## config.mk

```make
export PLATFORM = sky130hd
export DESIGN_NAME = sids_top
export DESIGN_NICKNAME = d
export VERILOG_FILES = /design/src/core/sids_pkg.sv /design/src/core/sids_sched.sv /design/src/core/sids_result.sv /design/src/core/sids_top.sv
export SDC_FILE = /design/constraint.sdc
export NUM_CORES = 1
export LEC_CHECK = 0
export ABC_AREA = 1
export BUFFER_PORTS_ARGS = -buffer_cell sky130_fd_sc_hd__buf_4
export CORE_MARGIN = 5
export CORE_UTILIZATION = 35
export CTS_BUF_LIST = sky130_fd_sc_hd__clkbuf_16
export DETAILED_ROUTE_END_ITERATION = 10
export GPL_TIMING_DRIVEN = 0
export PLACE_DENSITY = 0.53
export SLEW_MARGIN = 25
export SYNTH_ARGS = -nofsm -noshare
export SYNTH_HDL_FRONTEND = slang
export SYNTH_SLANG_ARGS = --single-unit
```

## constraint.sdc

```tcl
create_clock -name clk -period 3.01 [get_ports clk]
set_input_delay 0.301 -clock clk [delete_from_list [all_inputs] [get_ports clk]]
set_output_delay 0.301 -clock clk [all_outputs]
set_load 0.01 [all_outputs]
```

## src/core/sids_pkg.sv

```systemverilog
// Constants for the split interrupt descriptor status block.
// Assumes a 32-bit AXI4-Lite register bus and one controller clock.
package sids_pkg;
	// Geometry
	localparam int UF_COUNT = 8;
	localparam int UF_W = 3;
	localparam int BYTE_W = 8;
	localparam int RES_W = 3;
	localparam int FRAME_W = 5;
	localparam int ADDR_W = 6;
	localparam int DATA_W = 32;
	// Register byte offsets
	localparam logic [ADDR_W-1:0] OFS_CTRL = 6'h00;
	localparam logic [ADDR_W-1:0] OFS_FRAME = 6'h04;
	localparam logic [ADDR_W-1:0] OFS_SSMASK = 6'h08;
	localparam logic [ADDR_W-1:0] OFS_CSMASK = 6'h0c;
	localparam logic [ADDR_W-1:0] OFS_RESULT = 6'h10;
	localparam logic [ADDR_W-1:0] OFS_FLAGS = 6'h14;
	localparam logic [ADDR_W-1:0] OFS_BYTES_LO = 6'h18;
	localparam logic [ADDR_W-1:0] OFS_BYTES_HI = 6'h1c;
	localparam logic [ADDR_W-1:0] OFS_IRQ_STAT = 6'h20;
	localparam logic [ADDR_W-1:0] OFS_IRQ_CLR = 6'h24;
	localparam logic [ADDR_W-1:0] OFS_IRQ_EN = 6'h28;
	// Control fields
	localparam int CTRL_DIR_IN = 0;
	localparam int CTRL_ENABLE = 1;
	// Result field bits
	localparam int RES_XERR = 0;
	localparam int RES_BABBLE = 1;
	localparam int RES_UNDERRUN = 2;
	// Flag register bits
	localparam int FLG_XERR = 0;
	localparam int FLG_BABBLE = 1;
	localparam int FLG_HALT = 2;
	// Interrupt event bits
	localparam int IRQ_W = 4;
	localparam int EV_DONE = 0;
	localparam int EV_ERROR = 1;
	localparam int EV_HALT = 2;
	localparam int EV_CS_EMPTY = 3;
	// Start splits of IN transfers only in microframes 0 to 3
	localparam logic [UF_COUNT-1:0] IN_SS_ALLOWED = 8'h0f;
	// Reset values and bus answers
	localparam logic [DATA_W-1:0] RST_ZERO = 32'h00000000;
	localparam logic [1:0] RESP_OKAY = 2'h0;
	localparam logic [1:0] RESP_DECERR = 2'h3;
endpackage : sids_pkg

```

## src/core/sids_sched.sv

```systemverilog
// Microframe scheduler: issues start and complete splits.
// Assumes tick and microframe number come from the frame timer on clk.
`timescale 1ns/1ps
`default_nettype none
module sids_sched (
	input wire logic clk,
	input wire logic rst_n,
	input wire logic uframeTick,
	input wire logic [sids_pkg::UF_W-1:0] uframeNum,
	input wire logic frameMatch,
	input wire logic enable,
	input wire logic dirIn,
	input wire logic [sids_pkg::UF_COUNT-1:0] ssMask,
	input wire logic [sids_pkg::UF_COUNT-1:0] csMask,
	output logic ssIssue_r,
	output logic csIssue_r,
	output logic [sids_pkg::UF_W-1:0] issueUf_r
);
	import sids_pkg::*;

	logic [UF_COUNT-1:0] ssEff;
	logic ssHit;
	logic csHit;

	// IN start splits beyond microframe 3 are never placed
	assign ssEff = dirIn ? (ssMask & IN_SS_ALLOWED) : ssMask;
	// Start split wherever its mask bit selects this microframe
	assign ssHit = enable && frameMatch && ssEff[uframeNum];
	// Complete split per mask bit, IN only, start split has priority
	assign csHit = enable && frameMatch && dirIn && csMask[uframeNum] && !ssHit;

	// One-cycle issue strobes, registered one cycle after the microframe tick
	always_ff @(posedge clk) begin
		if (!rst_n) begin
			ssIssue_r <= 1'b0;
			csIssue_r <= 1'b0;
			issueUf_r <= '0;
		end else begin
			ssIssue_r <= uframeTick && ssHit;
			csIssue_r <= uframeTick && csHit;
			if (uframeTick) begin
				issueUf_r <= uframeNum;
			end
		end
	end
endmodule : sids_sched
`default_nettype wire

```

## src/core/sids_result.sv

```systemverilog
// Per-microframe result recorder with the sticky halt summary flag.
// Assumes one completion pulse per transaction, on clk.
`timescale 1ns/1ps
`default_nettype none
module sids_result (
	input wire logic clk,
	input wire logic rst_n,
	input wire logic clear,
	input wire logic done,
	input wire logic [sids_pkg::UF_W-1:0] doneUf,
	input wire logic dirIn,
	input wire logic xerr,
	input wire logic babble,
	input wire logic underrun,
	input wire logic halt,
	output logic [sids_pkg::UF_COUNT*sids_pkg::RES_W-1:0] results_r,
	output logic halt_r
);
	import sids_pkg::*;

	logic [RES_W-1:0] newRes;

	// Bit 0 both ways, babble on IN only, underrun on OUT only
	assign newRes[RES_XERR] = xerr;
	assign newRes[RES_BABBLE] = babble && dirIn;
	assign newRes[RES_UNDERRUN] = underrun && !dirIn;

	// Field of microframe n sits at bits 3n+2..3n; completion beats clear
	always_ff @(posedge clk) begin
		if (!rst_n) begin
			results_r <= '0;
		end else begin
			if (clear) begin
				results_r <= '0;
			end
			if (done) begin
				results_r[doneUf*RES_W +: RES_W] <= newRes;
			end
		end
	end

	// Sticky halt, set wins over clear
	always_ff @(posedge clk) begin
		if (!rst_n) begin
			halt_r <= 1'b0;
		end else begin
			halt_r <= (done && halt) || (halt_r && !clear);
		end
	end
endmodule : sids_result
`default_nettype wire

```

## src/core/sids_top.sv

```systemverilog
// Split interrupt descriptor status block: registers, capture, interrupt.
// Assumes an AXI4-Lite master on clk and a split engine on the same clock.
//
// Summary of operation
// - Capture IN bytes when start bit, frame match
// - New capture overwrites old byte count
// - Software sets complete mask, hardware clears processed
// - Complete split per mask bit, IN only
// - Start mask 01, complete 04: uframes 0, 2
// - Eight packed 3-bit results, uframe 0 lowest
// - Result bit 0 marks transaction error
// - Result bit 1 marks babble, IN only
// - Result bit 2 marks underrun, OUT only
// - Start mask bits select start split microframes, 0 to 3 only for IN
// - Babble, error flags OR result bits
// - Halt flag set on any halted result
//
// Decided for this implementation: the AXI4-Lite interface to the registers and the register addresses.
`timescale 1ns/1ps
`default_nettype none
module sids_top (
	input wire logic clk,
	input wire logic rst_n,
	// AXI4-Lite slave
	input wire logic [sids_pkg::ADDR_W-1:0] s_axi_awaddr,
	input wire logic s_axi_awvalid,
	output logic s_axi_awready,
	input wire logic [sids_pkg::DATA_W-1:0] s_axi_wdata,
	input wire logic [3:0] s_axi_wstrb,
	input wire logic s_axi_wvalid,
	output logic s_axi_wready,
	output logic [1:0] s_axi_bresp,
	output logic s_axi_bvalid,
	input wire logic s_axi_bready,
	input wire logic [sids_pkg::ADDR_W-1:0] s_axi_araddr,
	input wire logic s_axi_arvalid,
	output logic s_axi_arready,
	output logic [sids_pkg::DATA_W-1:0] s_axi_rdata,
	output logic [1:0] s_axi_rresp,
	output logic s_axi_rvalid,
	input wire logic s_axi_rready,
	// Frame timer
	input wire logic uframeTick,
	input wire logic [sids_pkg::UF_W-1:0] uframeNum,
	input wire logic [sids_pkg::FRAME_W-1:0] frameNum,
	// Split engine completion
	input wire logic xferDone,
	input wire logic xferIsCs,
	input wire logic [sids_pkg::UF_W-1:0] xferUf,
	input wire logic [sids_pkg::BYTE_W-1:0] xferBytes,
	input wire logic xferXerr,
	input wire logic xferBabble,
	input wire logic xferUnderrun,
	input wire logic xferHalt,
	// Split issue and interrupt
	output logic ssIssue,
	output logic csIssue,
	output logic [sids_pkg::UF_W-1:0] issueUf,
	output logic irq
);
	import sids_pkg::*;

	// Byte-enable merge of a register write
	function automatic logic [DATA_W-1:0] merge(
		input logic [DATA_W-1:0] old,
		input logic [DATA_W-1:0] wd,
		input logic [3:0] strb
	);
		logic [DATA_W-1:0] r;
		r = old;
		for (int i = 0; i < 4; i++) begin
			if (strb[i]) begin
				r[i*8 +: 8] = wd[i*8 +: 8];
			end
		end
		return r;
	endfunction : merge

	// Bus handshake state
	logic awFree_r;
	logic wFree_r;
	logic [ADDR_W-1:0] awAddr_r;
	logic [DATA_W-1:0] wData_r;
	logic [3:0] wStrb_r;
	logic bvalid_r;
	logic [1:0] bresp_r;
	logic arready_r;
	logic rvalid_r;
	logic [DATA_W-1:0] rdata_r;
	logic [1:0] rresp_r;
	// Software registers
	logic [DATA_W-1:0] ctrl_r;
	logic [FRAME_W-1:0] frame_r;
	logic [UF_COUNT-1:0] ssMask_r;
	logic [UF_COUNT-1:0] csMask_r;
	logic [IRQ_W-1:0] irqStat_r;
	logic [IRQ_W-1:0] irqEn_r;
	logic irq_r;
	logic [BYTE_W-1:0] bytes_r [UF_COUNT];
	// Sub-module outputs
	logic [UF_COUNT*RES_W-1:0] results;
	logic haltFlag;
	logic ssIssueS;
	logic csIssueS;
	logic [UF_W-1:0] issueUfS;
	// Write decode
	logic doWrite;
	logic [DATA_W-1:0] wMerged;
	logic wrCtrl;
	logic wrFrame;
	logic wrSs;
	logic wrCs;
	logic wrResult;
	logic wrIrqClr;
	logic wrIrqEn;
	logic wrMapped;
	assign doWrite = !awFree_r && !wFree_r && !bvalid_r;
	assign wMerged = merge(RST_ZERO, wData_r, wStrb_r);
	assign wrCtrl = doWrite && awAddr_r == OFS_CTRL;
	assign wrFrame = doWrite && awAddr_r == OFS_FRAME;
	assign wrSs = doWrite && awAddr_r == OFS_SSMASK;
	assign wrCs = doWrite && awAddr_r == OFS_CSMASK;
	assign wrResult = doWrite && awAddr_r == OFS_RESULT;
	assign wrIrqClr = doWrite && awAddr_r == OFS_IRQ_CLR;
	assign wrIrqEn = doWrite && awAddr_r == OFS_IRQ_EN;
	assign wrMapped = wrCtrl || wrFrame || wrSs || wrCs || wrResult || wrIrqClr || wrIrqEn;
	// Control decode
	logic dirIn;
	logic enable;
	logic frameMatch;
	logic capture;
	logic csDone;
	logic [UF_COUNT-1:0] csClr;
	logic [UF_COUNT-1:0] csMask_nxt;
	logic anyXerr;
	logic anyBabble;
	logic [IRQ_W-1:0] events;
	assign dirIn = ctrl_r[CTRL_DIR_IN];
	assign enable = ctrl_r[CTRL_ENABLE];
	assign frameMatch = frameNum == frame_r;
	// Byte count kept only with start bit set and frame matching
	assign capture = xferDone && dirIn && ssMask_r[xferUf] && frameMatch;
	assign csDone = xferDone && xferIsCs;
	assign csClr = csDone ? (UF_COUNT'(1) << xferUf) : '0;
	// Hardware clears processed bits, software sets win
	assign csMask_nxt = wrCs ? (csMask_r & ~csClr) | wMerged[UF_COUNT-1:0] : csMask_r & ~csClr;

	// Summary flags from all eight result fields
	always_comb begin
		anyXerr = 1'b0;
		anyBabble = 1'b0;
		for (int i = 0; i < UF_COUNT; i++) begin
			anyXerr = anyXerr | results[i*RES_W + RES_XERR];
			anyBabble = anyBabble | results[i*RES_W + RES_BABBLE];
		end
	end

	// Interrupt events
	assign events[EV_DONE] = xferDone;
	assign events[EV_ERROR] = xferDone && (xferXerr || (xferBabble && dirIn) || (xferUnderrun && !dirIn));
	assign events[EV_HALT] = xferDone && xferHalt;
	assign events[EV_CS_EMPTY] = csDone && csMask_r != '0 && (csMask_r & ~csClr) == '0;
	// Read decode
	logic [DATA_W-1:0] rdMux;
	logic rdMapped;
	always_comb begin
		rdMux = RST_ZERO;
		rdMapped = 1'b1;
		case (s_axi_araddr)
			OFS_CTRL: rdMux = ctrl_r;
			OFS_FRAME: rdMux = DATA_W'(frame_r);
			OFS_SSMASK: rdMux = DATA_W'(ssMask_r);
			OFS_CSMASK: rdMux = DATA_W'(csMask_r);
			OFS_RESULT: rdMux = DATA_W'(results);
			OFS_FLAGS: begin
				rdMux[FLG_XERR] = anyXerr;
				rdMux[FLG_BABBLE] = anyBabble;
				rdMux[FLG_HALT] = haltFlag;
			end
			OFS_BYTES_LO: rdMux = {bytes_r[3], bytes_r[2], bytes_r[1], bytes_r[0]};
			OFS_BYTES_HI: rdMux = {bytes_r[7], bytes_r[6], bytes_r[5], bytes_r[4]};
			OFS_IRQ_STAT: rdMux = DATA_W'(irqStat_r);
			OFS_IRQ_CLR: rdMux = RST_ZERO;
			OFS_IRQ_EN: rdMux = DATA_W'(irqEn_r);
			default: rdMapped = 1'b0;
		endcase
	end

	// Write address and data channels, taken in either order
	always_ff @(posedge clk) begin
		if (!rst_n) begin
			awFree_r <= 1'b1; // Free flags are the ready outputs
			wFree_r <= 1'b1;
			awAddr_r <= '0;
			wData_r <= RST_ZERO;
			wStrb_r <= '0;
		end else begin
			if (s_axi_awvalid && awFree_r) begin
				awFree_r <= 1'b0;
				awAddr_r <= s_axi_awaddr;
			end else if (doWrite) begin
				awFree_r <= 1'b1;
			end
			if (s_axi_wvalid && wFree_r) begin
				wFree_r <= 1'b0;
				wData_r <= s_axi_wdata;
				wStrb_r <= s_axi_wstrb;
			end else if (doWrite) begin
				wFree_r <= 1'b1;
			end
		end
	end

	// Write response
	always_ff @(posedge clk) begin
		if (!rst_n) begin
			bvalid_r <= 1'b0;
			bresp_r <= RESP_OKAY;
		end else if (doWrite) begin
			bvalid_r <= 1'b1;
			bresp_r <= wrMapped ? RESP_OKAY : RESP_DECERR;
		end else if (s_axi_bready) begin
			bvalid_r <= 1'b0;
		end
	end

	// Read channel, one outstanding read
	always_ff @(posedge clk) begin
		if (!rst_n) begin
			arready_r <= 1'b0;
			rvalid_r <= 1'b0;
			rdata_r <= RST_ZERO;
			rresp_r <= RESP_OKAY;
		end else begin
			arready_r <= !rvalid_r && !arready_r && s_axi_arvalid;
			if (arready_r) begin
				rvalid_r <= 1'b1;
				rdata_r <= rdMux;
				rresp_r <= rdMapped ? RESP_OKAY : RESP_DECERR;
			end else if (s_axi_rready) begin
				rvalid_r <= 1'b0;
			end
		end
	end

	// Control, frame and mask registers
	always_ff @(posedge clk) begin
		if (!rst_n) begin
			ctrl_r <= RST_ZERO;
			frame_r <= '0;
			ssMask_r <= '0;
			csMask_r <= '0;
		end else begin
			if (wrCtrl) begin
				ctrl_r <= merge(ctrl_r, wData_r, wStrb_r);
			end
			if (wrFrame) begin
				frame_r <= wMerged[FRAME_W-1:0];
			end
			if (wrSs) begin
				ssMask_r <= wMerged[UF_COUNT-1:0];
			end
			csMask_r <= csMask_nxt;
		end
	end

	// Received byte counts, each capture replaces the old value
	always_ff @(posedge clk) begin
		if (!rst_n) begin
			for (int i = 0; i < UF_COUNT; i++) begin
				bytes_r[i] <= '0;
			end
		end else if (capture) begin
			bytes_r[xferUf] <= xferBytes;
		end
	end

	// Sticky interrupt status, set beats clear
	always_ff @(posedge clk) begin
		if (!rst_n) begin
			irqStat_r <= '0;
			irqEn_r <= '0;
			irq_r <= 1'b0;
		end else begin
			irqStat_r <= events | (irqStat_r & ~(wrIrqClr ? wMerged[IRQ_W-1:0] : '0));
			if (wrIrqEn) begin
				irqEn_r <= wMerged[IRQ_W-1:0];
			end
			irq_r <= (irqStat_r & irqEn_r) != '0;
		end
	end

	// Split scheduling
	sids_sched u_sched (
		.clk(clk),
		.rst_n(rst_n),
		.uframeTick(uframeTick),
		.uframeNum(uframeNum),
		.frameMatch(frameMatch),
		.enable(enable),
		.dirIn(dirIn),
		.ssMask(ssMask_r),
		.csMask(csMask_r),
		.ssIssue_r(ssIssueS),
		.csIssue_r(csIssueS),
		.issueUf_r(issueUfS)
	);

	// Result fields and halt flag
	sids_result u_result (
		.clk(clk),
		.rst_n(rst_n),
		.clear(wrResult),
		.done(xferDone),
		.doneUf(xferUf),
		.dirIn(dirIn),
		.xerr(xferXerr),
		.babble(xferBabble),
		.underrun(xferUnderrun),
		.halt(xferHalt),
		.results_r(results),
		.halt_r(haltFlag)
	);

	// Outputs, all from flip-flops
	assign s_axi_awready = awFree_r;
	assign s_axi_wready = wFree_r;
	assign s_axi_bvalid = bvalid_r;
	assign s_axi_bresp = bresp_r;
	assign s_axi_arready = arready_r;
	assign s_axi_rvalid = rvalid_r;
	assign s_axi_rdata = rdata_r;
	assign s_axi_rresp = rresp_r;
	assign ssIssue = ssIssueS;
	assign csIssue = csIssueS;
	assign issueUf = issueUfS;
	assign irq = irq_r;
endmodule : sids_top
`default_nettype wire

```

Word level (Yosys, flattened, before mapping) --
Memory sizes are Yosys's and may differ from the RTL's. Cells that the tools add are included. W data, S select, Z words.
Cells by class: multipliers 1, shifts and indexed selects 3, bitwise logic cells 21, muxes and demuxes 34, eq/ne operators 17, order comparisons 2, add/sub/neg operators 1, reduce and logical (&&, ||, !) cells 63
Operators with widths (count):
- $pmux W29 S9 | 1
- $mux W24 | 3
- $mux W8 | 5
- $neg A5 Y34 | 1
- $shift A3 B34 Y24 const A | 1
- $shiftx A3 B34 Y24 | 1
- $logic_and A1 B1 Y1 | 31
- $eq A6 B5 Y1 const B | 5
- $eq A6 B6 Y1 const B | 5
- $pmux W3 S10 | 1
- $bwmux W24 | 1
- $eq A6 B4 Y1 const B | 4
- $mux W1 | 16
- $or A1 B1 Y1 | 14
- $eq A6 B3 Y1 const B | 2
- $logic_not A6 Y1 | 2
- $reduce_or A11 Y1 | 1
- $bmux W1 S3 | 3
- $logic_or A1 B1 Y1 | 9
- $and A4 B4 Y4 | 2
- $and A8 B8 Y8 | 1
- $logic_not A1 Y1 | 8
- $logic_not A8 Y1 | 1
- $lt A3 B4 Y1 const B | 2
- 15 further kinds | 22
Word-level totals: bits of input ports 81, RAM bits 64, output and inout bits 47, register bits after elaboration 175, logic and storage cells 169, memories 1
Memory list:
- bytes_r | depth 8, width 8, rd ports 8, clocked after memory_dff 0, wr ports 8, RTL line sids_top.sv:99 | logic [BYTE_W-1:0] bytes_r [UF_COUNT];

Depth between registers and ports, before layout --
Gate-level depths: netlist (run 1).
depth after elaboration 11, gate-level depth with buffers 11, mapped depth without buffers 10

Modules after synthesis --
From an unflattened synthesis (run 1), not the netlist that was laid out.
Unflattened totals: cell total of the unflattened synthesis 1402, area, all modules 10805.4 sq um
Modules (own cells, without submodules):
- sids_top | area an instance 9116.2 sq um, seq. area each 4784.6 sq um, instances 1, cells each 1138
- sids_result | area an instance 1340.0 sq um, seq. area each 500.5 sq um, instances 1, cells each 210
- sids_sched | area an instance 349.1 sq um, seq. area each 100.1 sq um, instances 1, cells each 54

Least setup slack after synthesis (run 1) --
Ideal clock, no wire load.
path type input to register, start in rst_n, end mem bytes_r[0][0] (enable), setup time 0.329 ns, path buffers 1, cell stages on the path 5, data required time 2.681 ns, path slack 1.109 ns, data arrival time 1.572 ns, cells stage by stage clkbuf_1 -> nand2_1 -> nor3_4 -> nand3_2 -> nand2_1
RTL lines:
- from (decl) | RTL line sids_top.sv:23 | input wire logic rst_n,
- to (decl) | RTL line sids_top.sv:99

==> flow_metrics.tcl, run 1 <==
set metrics [dict create \
    nNetsFinal 1602 \
    dp.final_hpwl_mm 25.9 \
    grt-ovfl-total 0 \
    grt_max_degree 14 \
    rsz0062_at_grt "no" \
    synth-edff-count 64 \
    cellLeakagePower_nw 5.23 \
    num_antenna_cells 0 \
    crit_arrival_ns 2.67 \
    cts_setup_buffers 0 \
    required_ns 3.21 \
    post-route-min-period_ns 2.48 \
    initial_utilization 0.352 \
    critPathLaunchType "register" \
    clk_latency_ns 0.55 \
    post-route-period-util 0.822 \
    io_buffers 125 \
    cts_resized 0 \
    total_power_w 0.00691 \
    hold_violations 0 \
    ff2ff_path_depth 6 \
    ys_types 39 \
    netlist.top_cell.by_area "dfxtp_1" \
    synth-seq-cells 237 \
    num_vias 9644 \
    ant_nets 0 \
    synth_most_common_cell "nand2_1" \
    cts_root_buf "clkbuf_16" \
    fin_skew_ns 0.0139 \
    routedWlPerCell_um 17.5 \
    htree_levels 1 \
    async_flop_share 0 \
    drt_iter0_markers 939 \
    slew_viol_final 0 \
    io_pins 128 \
    vias_per_cell 5.01 \
    synth_common_cells "nand2_1 (329), nor2_1 (207), dfxtp_1 (173), a21oi_1 (132), o21ai_0 (108)" \
    synth_top_area_frac 0.334 \
    first_pass_iters 5 \
    worst_pin_slew_ns 0.788 \
    gp_congestion 0.932 \
    postCtsHoldBufs 19 \
    die_area_mm2 0.0331 \
    syn_avg_cell_area_um2 7.70 \
    synth_area_mm2 0.0104 \
    irDropWorstVdd_mv 0.456 \
    max_freq_mhz 404 \
    die_y_um 182 \
    hold_class "in -> reg" \
    setup_tns_ns 0 \
    routed_wl_mm 33.7 \
    syn_nets 1431 \
    synth-main-ff-cell "dfxtp_1" \
    cap_violations 0 \
    crit_type "reg -> reg" \
    synthTopCellsByArea "dfxtp_1 (33%), edfxtp_1 (19%), nand2_1 (12%)" \
    whs_path_depth 3 \
    p_per_area_mw_per_mm2 543 \
    clk_pin_slew_worst_paths_ns 0.07 \
    grt_pass1_vias 9015 \
    ys_warn_count 0 \
    yosysSeqAreaShare 0.520 \
    clock_sinks 237 \
    clock_path_buffers 3 \
    areaGrowthSynthToFinish_pct 22.9 \
    numCtsBuffers 25 \
    cts_tree "done" \
    final_layout_size_suffix_gt1_frac 0.124 \
    die_w_um 182 \
    n_fill_cell 3102 \
    grt_pass1_wl_mm 51.5 \
    relSlewSlack 0.474 \
    num_rows 63 \
    crit_fanout 9 \
    track_usage 0.196 \
    syn_inst 1344 \
    r2r_slack_ns 0.53 \
    drc 0 \
    outcome "complete, no violations" \
    core_area_mm2 0.0294 \
    antenna_found_initial 0 \
    setup_viol 0 \
    endpoint_kind "register" \
]
## area by class of cell
type | count | area, um2 | share of cell area
plain buffers | 66 | 289 | 0.0227
multi-input cells | 960 | 4380 | 0.344
clock inverters | 21 | 126 | 0.00993
well taps | 390 | 488 | 0.0384
repair buffers | 144 | 1130 | 0.0887
clock buffers | 25 | 626 | 0.0492
inverters | 81 | 304 | 0.0239
flip-flops and latches | 237 | 5390 | 0.423
## worst max-delay path, stage by stage (launching register included)
cell     delay, ns
dfxtp_1       0.34
or2_0         0.22
a21oi_1       0.12
nand3_1       0.21
nor3_4        0.46
nand3_2       0.34
nand2_1       0.43
## cell families (layout without fill, tap and decap cells)
family,after synthesis,in the layout,share of synthesized area
xor+xnor,3,3,0.00254
compound gates,262,262,0.132
flops,237,237,0.520
simple gates,689,689,0.281
fa+ha+maj,6,6,0.00725
buf+inv,147,337,0.0573
## flip-flops by register name, summed over array words and instances, names as in the netlist, 3 cells and up
register,cells
frame_r,5
u_sched.issueUf_r,3
u_result.results_r,24
irqEn_r,4
s_axi_rdata,32
ssMask_r,8
bytes_r,64
wData_r,32
ctrl_r,32
wStrb_r,4
irqStat_r,4
csMask_r,8
awAddr_r,6
## final timing paths
check	end	from
worst max-delay path	bytes_r[5][5]$_SDFFCE_PN0P_	frame_r[1]$_SDFFE_PN0P_
worst min-delay path	wData_r[1]$_SDFFE_PN0P_	s_axi_wdata[1]
worst max register to register	bytes_r[5][5]$_SDFFCE_PN0P_	frame_r[1]$_SDFFE_PN0P_
worst min register to register	ctrl_r[17]$_SDFFE_PN0P_	ctrl_r[17]$_SDFFE_PN0P_
## per-stage QoR
| stage | utilization | hold WS, ns | setup WS, ns | std cells | area, um2 |
|---|---|---|---|---|---|
| finish | 0.433 | 0.0122 | 0.535 | 1924 | 12700 |
| CTS | 0.433 | 0.000602 | 0.556 | 1924 | 12700 |
| detailed placement | 0.401 | 0.455 | 0.204 | 1859 | 11800 |
| global placement | 0.401 | 0.451 | 0.176 | 1859 | 11800 |
| floorplan | - | 0.391 | 1.11 | 1344 | 10400 |
| global route | 0.433 | 0.0109 | 0.414 | 1924 | 12700 |
## cells in the final DEF, fill, tap and decap left out, drive strengths merged
| cell type | instances |
|---|---|
| nand2 | 330 |
| nor2 | 211 |
| dfxtp | 173 |
| buf | 144 |
| a21oi | 132 |
| o21ai | 108 |
| nand3 | 87 |
| inv | 85 |
| clkbuf | 72 |
| edfxtp | 64 |
| nand4 | 36 |
| nor3 | 22 |
| dlygate4sd3 | 19 |
| clkinv | 16 |
| a211oi | 6 |
| ha | 6 |
| a22oi | 5 |
| xor2 | 2 |
| o31ai | 2 |
| o21a | 2 |
| o211ai | 2 |
| or2 | 1 |
| xnor2 | 1 |
| nor4 | 1 |
| a31oi | 1 |
| a41oi | 1 |
| o21bai | 1 |
| o221ai | 1 |
| nor3b | 1 |
| o22ai | 1 |
| bufinv | 1 |
## report_power, final
group          internal, W  total (W)  switching (W)
clock              0.00160    0.00289        0.00129
sequential         0.00338    0.00344      0.0000635
combinational     0.000206   0.000583       0.000377
## per-layer routing
| metal | up-vias | GRT usage | part of all wire |
|---|---|---|---|
| li1 | 4812 | - | - |
| met1 | 4479 | 0.285 | 0.47 |
| met5 | - | 0 | 0 |
| met3 | 49 | 0.0258 | 0.061 |
| met4 | 0 | 0.0456 | 0.018 |
| met2 | 304 | 0.312 | 0.45 |
No activity file was read; power rests on OpenSTA's default activity.
==> run 2, diff against run 1 <==
Settings changed: PLACE_DENSITY 0.53 to 0.55.
Clock period 3.01 ns to 2.1 ns, I/O delays scaled along.
==> run 2 against run 1 <==
- count of clock-buffer cells in the layout increased by 1
- non-clock buffer count increased by 31
- register-to-register slack got worse by 0.51 ns
- critical endpoint is now bytes_r[2][3]$_SDFFCE_PN0P_
- highest routed layer unchanged
==> flow_metrics.tcl, run 2 (same netlist as run 1, synthesis figures left out) <==
set metrics [dict create \
    outcome "complete, no violations" \
    grt_max_degree 14 \
    cts_root_buf "clkbuf_16" \
    crit_slowest_cell "dfxtp_1" \
    sw_frac_of_total 0.247 \
    required_ns 2.32 \
    final_layout_size_suffix_gt1_frac 0.132 \
    cp_num_buf_inv 1 \
    io_buffers 125 \
    dp.final_hpwl_mm 25.6 \
    fin_skew_ns 0.0118 \
    crit_arrival_ns 2.30 \
    numCtsBuffers 26 \
    drt_iter0_markers 891 \
    clock_path_buffers 3 \
    relSlewSlack 0.314 \
    die_w_um 182 \
    power_switching_w 0.00252 \
    cp_cell_sequence "or2_0, a21oi_1, nand3_1, nor3_4, buf_12, nand3_2, nand2_2" \
    num_antenna_cells 0 \
    slew_viol_final 0 \
    critPathLaunchType "register" \
    routedWlPerCell_um 17.2 \
    routed_wl_mm 33.6 \
    use_met2 0.320 \
    htree_levels 1 \
    post-route-period-util 0.986 \
    largest_reg_flops 64 \
    clkPwrFrac 0.428 \
    first_pass_iters 5 \
    grt_pass1_wl_mm 51.7 \
    worst_slack_ns 0.0292 \
    nNetsFinal 1634 \
    clock_sinks 237 \
    crit_type "reg -> reg" \
    max_stage_delay_ns 0.33 \
    num_rows 63 \
    vias_per_cell 4.98 \
    crit_fanout 9 \
    hold_violations 0 \
    die_y_um 182 \
    largest_register "bytes_r" \
    antenna_found_initial 0 \
    drc 0 \
    worst_pin_slew_ns 1.03 \
    mostFrequentLayoutCell "nand2_1" \
    use_met1 0.274 \
    use_met3 0.0353 \
    final_cell_count_no_fill 1955 \
    gp_congestion 0.919 \
    grt-ovfl-total 0 \
    p_int_w 0.00766 \
    power_frac_seq 0.485 \
    post-route-min-period_ns 2.07 \
    rsz0062_at_grt "yes" \
    cellLeakagePower_nw 5.41 \
    io_pins 128 \
    grt_pass1_vias 9200 \
    num_vias 9732 \
    clk_latency_ns 0.54 \
    cts_tree "done" \
    track_usage 0.197 \
    setup_viol 0 \
    hold_class "in -> reg" \
    ant_nets 0 \
    areaGrowthSynthToFinish_pct 26.9 \
    dp_cells 1859 \
    die_area_mm2 0.0331 \
    layout_common_cells "nand2_1 (321), nor2_1 (207), dfxtp_1 (173)" \
    core_area_mm2 0.0294 \
    dp_slack_ns -0.530 \
    cap_violations 0 \
    p_per_area_mw_per_mm2 774 \
    initial_utilization 0.352 \
    irDropWorstVdd_mv 0.547 \
    grt-busiest-layer "met2" \
    total_power_w 0.0102 \
    power_frac_comb 0.087 \
    endpoint_kind "register" \
    clk_pin_slew_worst_paths_ns 0.06 \
    utilization 0.447 \
    max_freq_mhz 483 \
    path_delay_family "simple AND/OR/NAND/NOR gates" \
]
run 2: metrics by stage:
step | TNS, ns | hold slack, ns | area (um2)
2_1_floorplan | 0 | 0.300 | 10400
3_3_place_gp | -34.91 | 0.411 | 11800
3_5_place_dp | -36.02 | 0.415 | 11800
4_1_cts | 0 | 0.0255 | 13100
5_1_grt | -5.63 | 0.0474 | 13100
6_report | 0 | 0.0341 | 13100
run 2: worst min-delay path, cell delays in order:
cell,delay [ns]
buf_4,0.11
inv_1,0.09
a21oi_1,0.13
run 2: final timing paths:
path | from | endpoint | slack (ns) | cells past startpoint
worst max-delay path | frame_r[1]$_SDFFE_PN0P_ | bytes_r[2][3]$_SDFFCE_PN0P_ | 0.03 | 7
worst min-delay path | uframeNum[0] | u_sched.issueUf_r[0]$_SDFFE_PN0P_ | 0.03 | 3
worst max register to register | frame_r[1]$_SDFFE_PN0P_ | bytes_r[2][3]$_SDFFCE_PN0P_ | 0.03 | 7
worst min register to register | s_axi_rdata[6]$_SDFFE_PN0P_ | s_axi_rdata[6]$_SDFFE_PN0P_ | 0.46 | 2
run 2: power by group through the flow:
| stage | combinational [W] | sequential [W] | clock (W) |
|---|---|---|---|
| floorplan | 0.000459 | 0.00501 | 0 |
| detailed placement | 0.000809 | 0.00503 | 0 |
| CTS | 0.000886 | 0.00493 | 0.00443 |
| global route | 0.000997 | 0.00495 | 0.00462 |
| finish | 0.000889 | 0.00494 | 0.00435 |
| global placement | 0.000803 | 0.00503 | 0 |
run 2: final cells by class:
cell class / instances / area, um2
plain buffers: 66 / 290
clock buffers: 26 / 651
clock inverters: 20 / 146
fillers: 3013 / 16300
inverters: 81 / 308
multi-input cells: 960 / 4420
flip-flops and latches: 237 / 5390
well taps: 390 / 488
repair buffers: 175 / 1450
run 2: metal layers:
metal,wire [um],share of wire
met3,2230,0.066
met1,15300,0.46
met2,15400,0.46
met5,0,0
met4,667,0.020
run 2: timing repair:
action / CTS / global route
gates cloned: 0 / 0
resized for setup: 7 / 8
hold endpoints to repair: 54 / 0
endpoints found under the setup margin: 64 / 101
setup buffers: 1 / 0
hold buffers: 49 / 0
pin swaps: 1 / 0
==> run 3, diff against run 2 <==
Settings changed: PLACE_DENSITY 0.55 to 0.53, RECOVER_POWER set to 50.
Clock period 2.1 ns to 2.15 ns, I/O delays scaled along.
==> run 3 against run 2 <==
- die area did not move
- register-to-register slack got worse by 0.03 ns
- worst hold slack got worse by 0.0046 ns
- clock power down 7.4%
- the flow now finishes with violations (negative setup slack)
- global-route usage increased by 0.10 points
==> flow_metrics.tcl, run 3 (same netlist as run 1, synthesis figures left out) <==
set metrics [dict create \
    numCtsBuffers 25 \
    clock_path_buffers 3 \
    violations "negative setup slack" \
    num_antenna_cells 0 \
    outcome "finished with violations" \
    place_area_mm2 0.0118 \
    initial_utilization 0.352 \
    largest_register "bytes_r" \
    whs_path_depth 3 \
    track_usage 0.198 \
    dp_cells 1859 \
    endpoint_kind "register" \
    hp-start "s_axi_arvalid" \
    gp_congestion 0.932 \
    dp.final_hpwl_mm 25.9 \
    crit_arrival_ns 2.37 \
    slew_viol_final 0 \
    ff2ff_path_depth 7 \
    total_power_w 0.00970 \
    irDropWorstVdd_mv 0.630 \
    layout_common_cells "nand2_1 (321), nor2_1 (207), dfxtp_1 (173)" \
    met3_length_mm 1.92 \
    cp_num_buf_inv 1 \
    grt_pass1_wl_mm 52.0 \
    crit_fanout 9 \
    startpoint "frame_r[1]$_SDFFE_PN0P_" \
    clk_pin_slew_worst_paths_ns 0.07 \
    io_buffers 125 \
    cts_root_buf "clkbuf_16" \
    die_area_mm2 0.0331 \
    critPathLaunchType "register" \
    max_stage_delay_ns 0.34 \
    core_area_mm2 0.0294 \
    cp_cell_sequence "or2_0, a21oi_1, nand3_1, nor3_4, buf_12, nand3_2, nand2_2" \
    drc 0 \
    required_ns 2.37 \
    register_area_mm2 0.00539 \
    worst_pin_slew_ns 0.899 \
    rr_startpoint "frame_r[1]$_SDFFE_PN0P_" \
    final_cell_count_no_fill 1956 \
    drt_iter0_markers 942 \
    setup_viol 1 \
    die_y_um 182 \
    r2r_slack_ns -0.003 \
    crit_slowest_cell "dfxtp_1" \
    hold_class "in -> reg" \
    post-route-min-period_ns 2.15 \
    max_freq_mhz 464 \
    rsz0062_at_grt "yes" \
    htree_levels 1 \
    clock_sinks 237 \
    final_layout_size_suffix_gt1_frac 0.0971 \
    final_cell_area_mm2 0.0129 \
    grt-ovfl-total 0 \
    path_delay_family "simple AND/OR/NAND/NOR gates" \
    met1_length_mm 16.0 \
    nNetsFinal 1634 \
    grt_max_degree 14 \
    multiInputGateArea_mm2 0.00441 \
    route.met2.wl_mm 15.4 \
    worst_slack_ns -0.00307 \
    num_rows 63 \
    maxUsedRoutingLayer "met4" \
    cap_violations 0 \
    io_pins 128 \
    fin_skew_ns 0.0139 \
    clk_latency_ns 0.55 \
    ant_nets 0 \
    crit_type "reg -> reg" \
    post-route-period-util 1.00 \
    mostFrequentLayoutCell "nand2_1" \
    crit-reg2reg-capture "bytes_r[6][6]$_SDFFCE_PN0P_" \
    num_vias 9863 \
    routed_wl_mm 34.0 \
    n_fill_cell 3104 \
    p_per_area_mw_per_mm2 751 \
    cellLeakagePower_nw 5.18 \
    grt_pass1_vias 9151 \
    areaGrowthSynthToFinish_pct 24.7 \
    antenna_found_initial 0 \
    hold_violations 0 \
    routedWlPerCell_um 17.4 \
    first_pass_iters 5 \
    largest_reg_flops 64 \
    cts_tree "done" \
    vias_per_cell 5.04 \
    die_w_um 182 \
    path_depth 7 \
    worstSetupEndpoint "bytes_r[6][6]$_SDFFCE_PN0P_" \
    relSlewSlack 0.401 \
]
[run 3: how the worst min path moves through the flow]
stage | end | slack (ns)
finish | s_axi_arready$_SDFF_PN0_ | 0.03
global route | u_sched.issueUf_r[0]$_SDFFE_PN0P_ | 0.04
CTS | s_axi_arready$_SDFF_PN0_ | 0.03
detailed placement | s_axi_awready$_SDFFE_PN1P_ | 0.42
global placement | s_axi_awready$_SDFFE_PN1P_ | 0.41
floorplan | u_sched.issueUf_r[2]$_SDFFE_PN0P_ | 0.30
[run 3: what timing repair did]
action                                 4_1_cts  5_1_grt
pin swaps                                    1        0
gates cloned                                 0        0
resized for setup                            7        2
setup endpoints to repair                   64       70
setup buffers                                1        0
endpoints found under the hold margin       54        0
hold buffers                                50        0
[run 3: tightest hold or removal path: stages]
cell and delay [ns]:
buf_4 0.11, nand2_1 0.13, nor3_1 0.07
[run 3: layout make-up]
| cell class | instances | share of cell area |
|---|---|---|
| flip-flops and latches | 237 | 0.417 |
| multi-input cells | 960 | 0.341 |
| repair buffers | 176 | 0.0996 |
| clock buffers | 25 | 0.0485 |
| well taps | 390 | 0.0378 |
| inverters | 81 | 0.0236 |
| plain buffers | 66 | 0.0223 |
| clock inverters | 21 | 0.00979 |
[run 3: metrics by stage]
stage               utilization  setup TNS, ns  hold WS, ns  setup WS, ns
floorplan                     -              0        0.305         0.252
global placement          0.401         -42.02        0.412        -0.598
detailed placement        0.401         -38.09        0.420        -0.570
CTS                       0.445              0       0.0256       0.00909
global route              0.439          -3.98       0.0421       -0.0977
finish                    0.439       -0.00307       0.0294      -0.00307
[run 3: where the power goes]
part	switching, W	internal, W
sequential	0.0000891	0.00473
combinational	0.000539	0.000315
clock	0.00179	0.00223
total	0.00242	0.00728
[run 3: per-layer routing]
layer,GRT usage,vias up
met5,0,-
met4,0.0450,0
met3,0.0244,52
met2,0.318,306
met1,0.286,4622
li1,-,4883
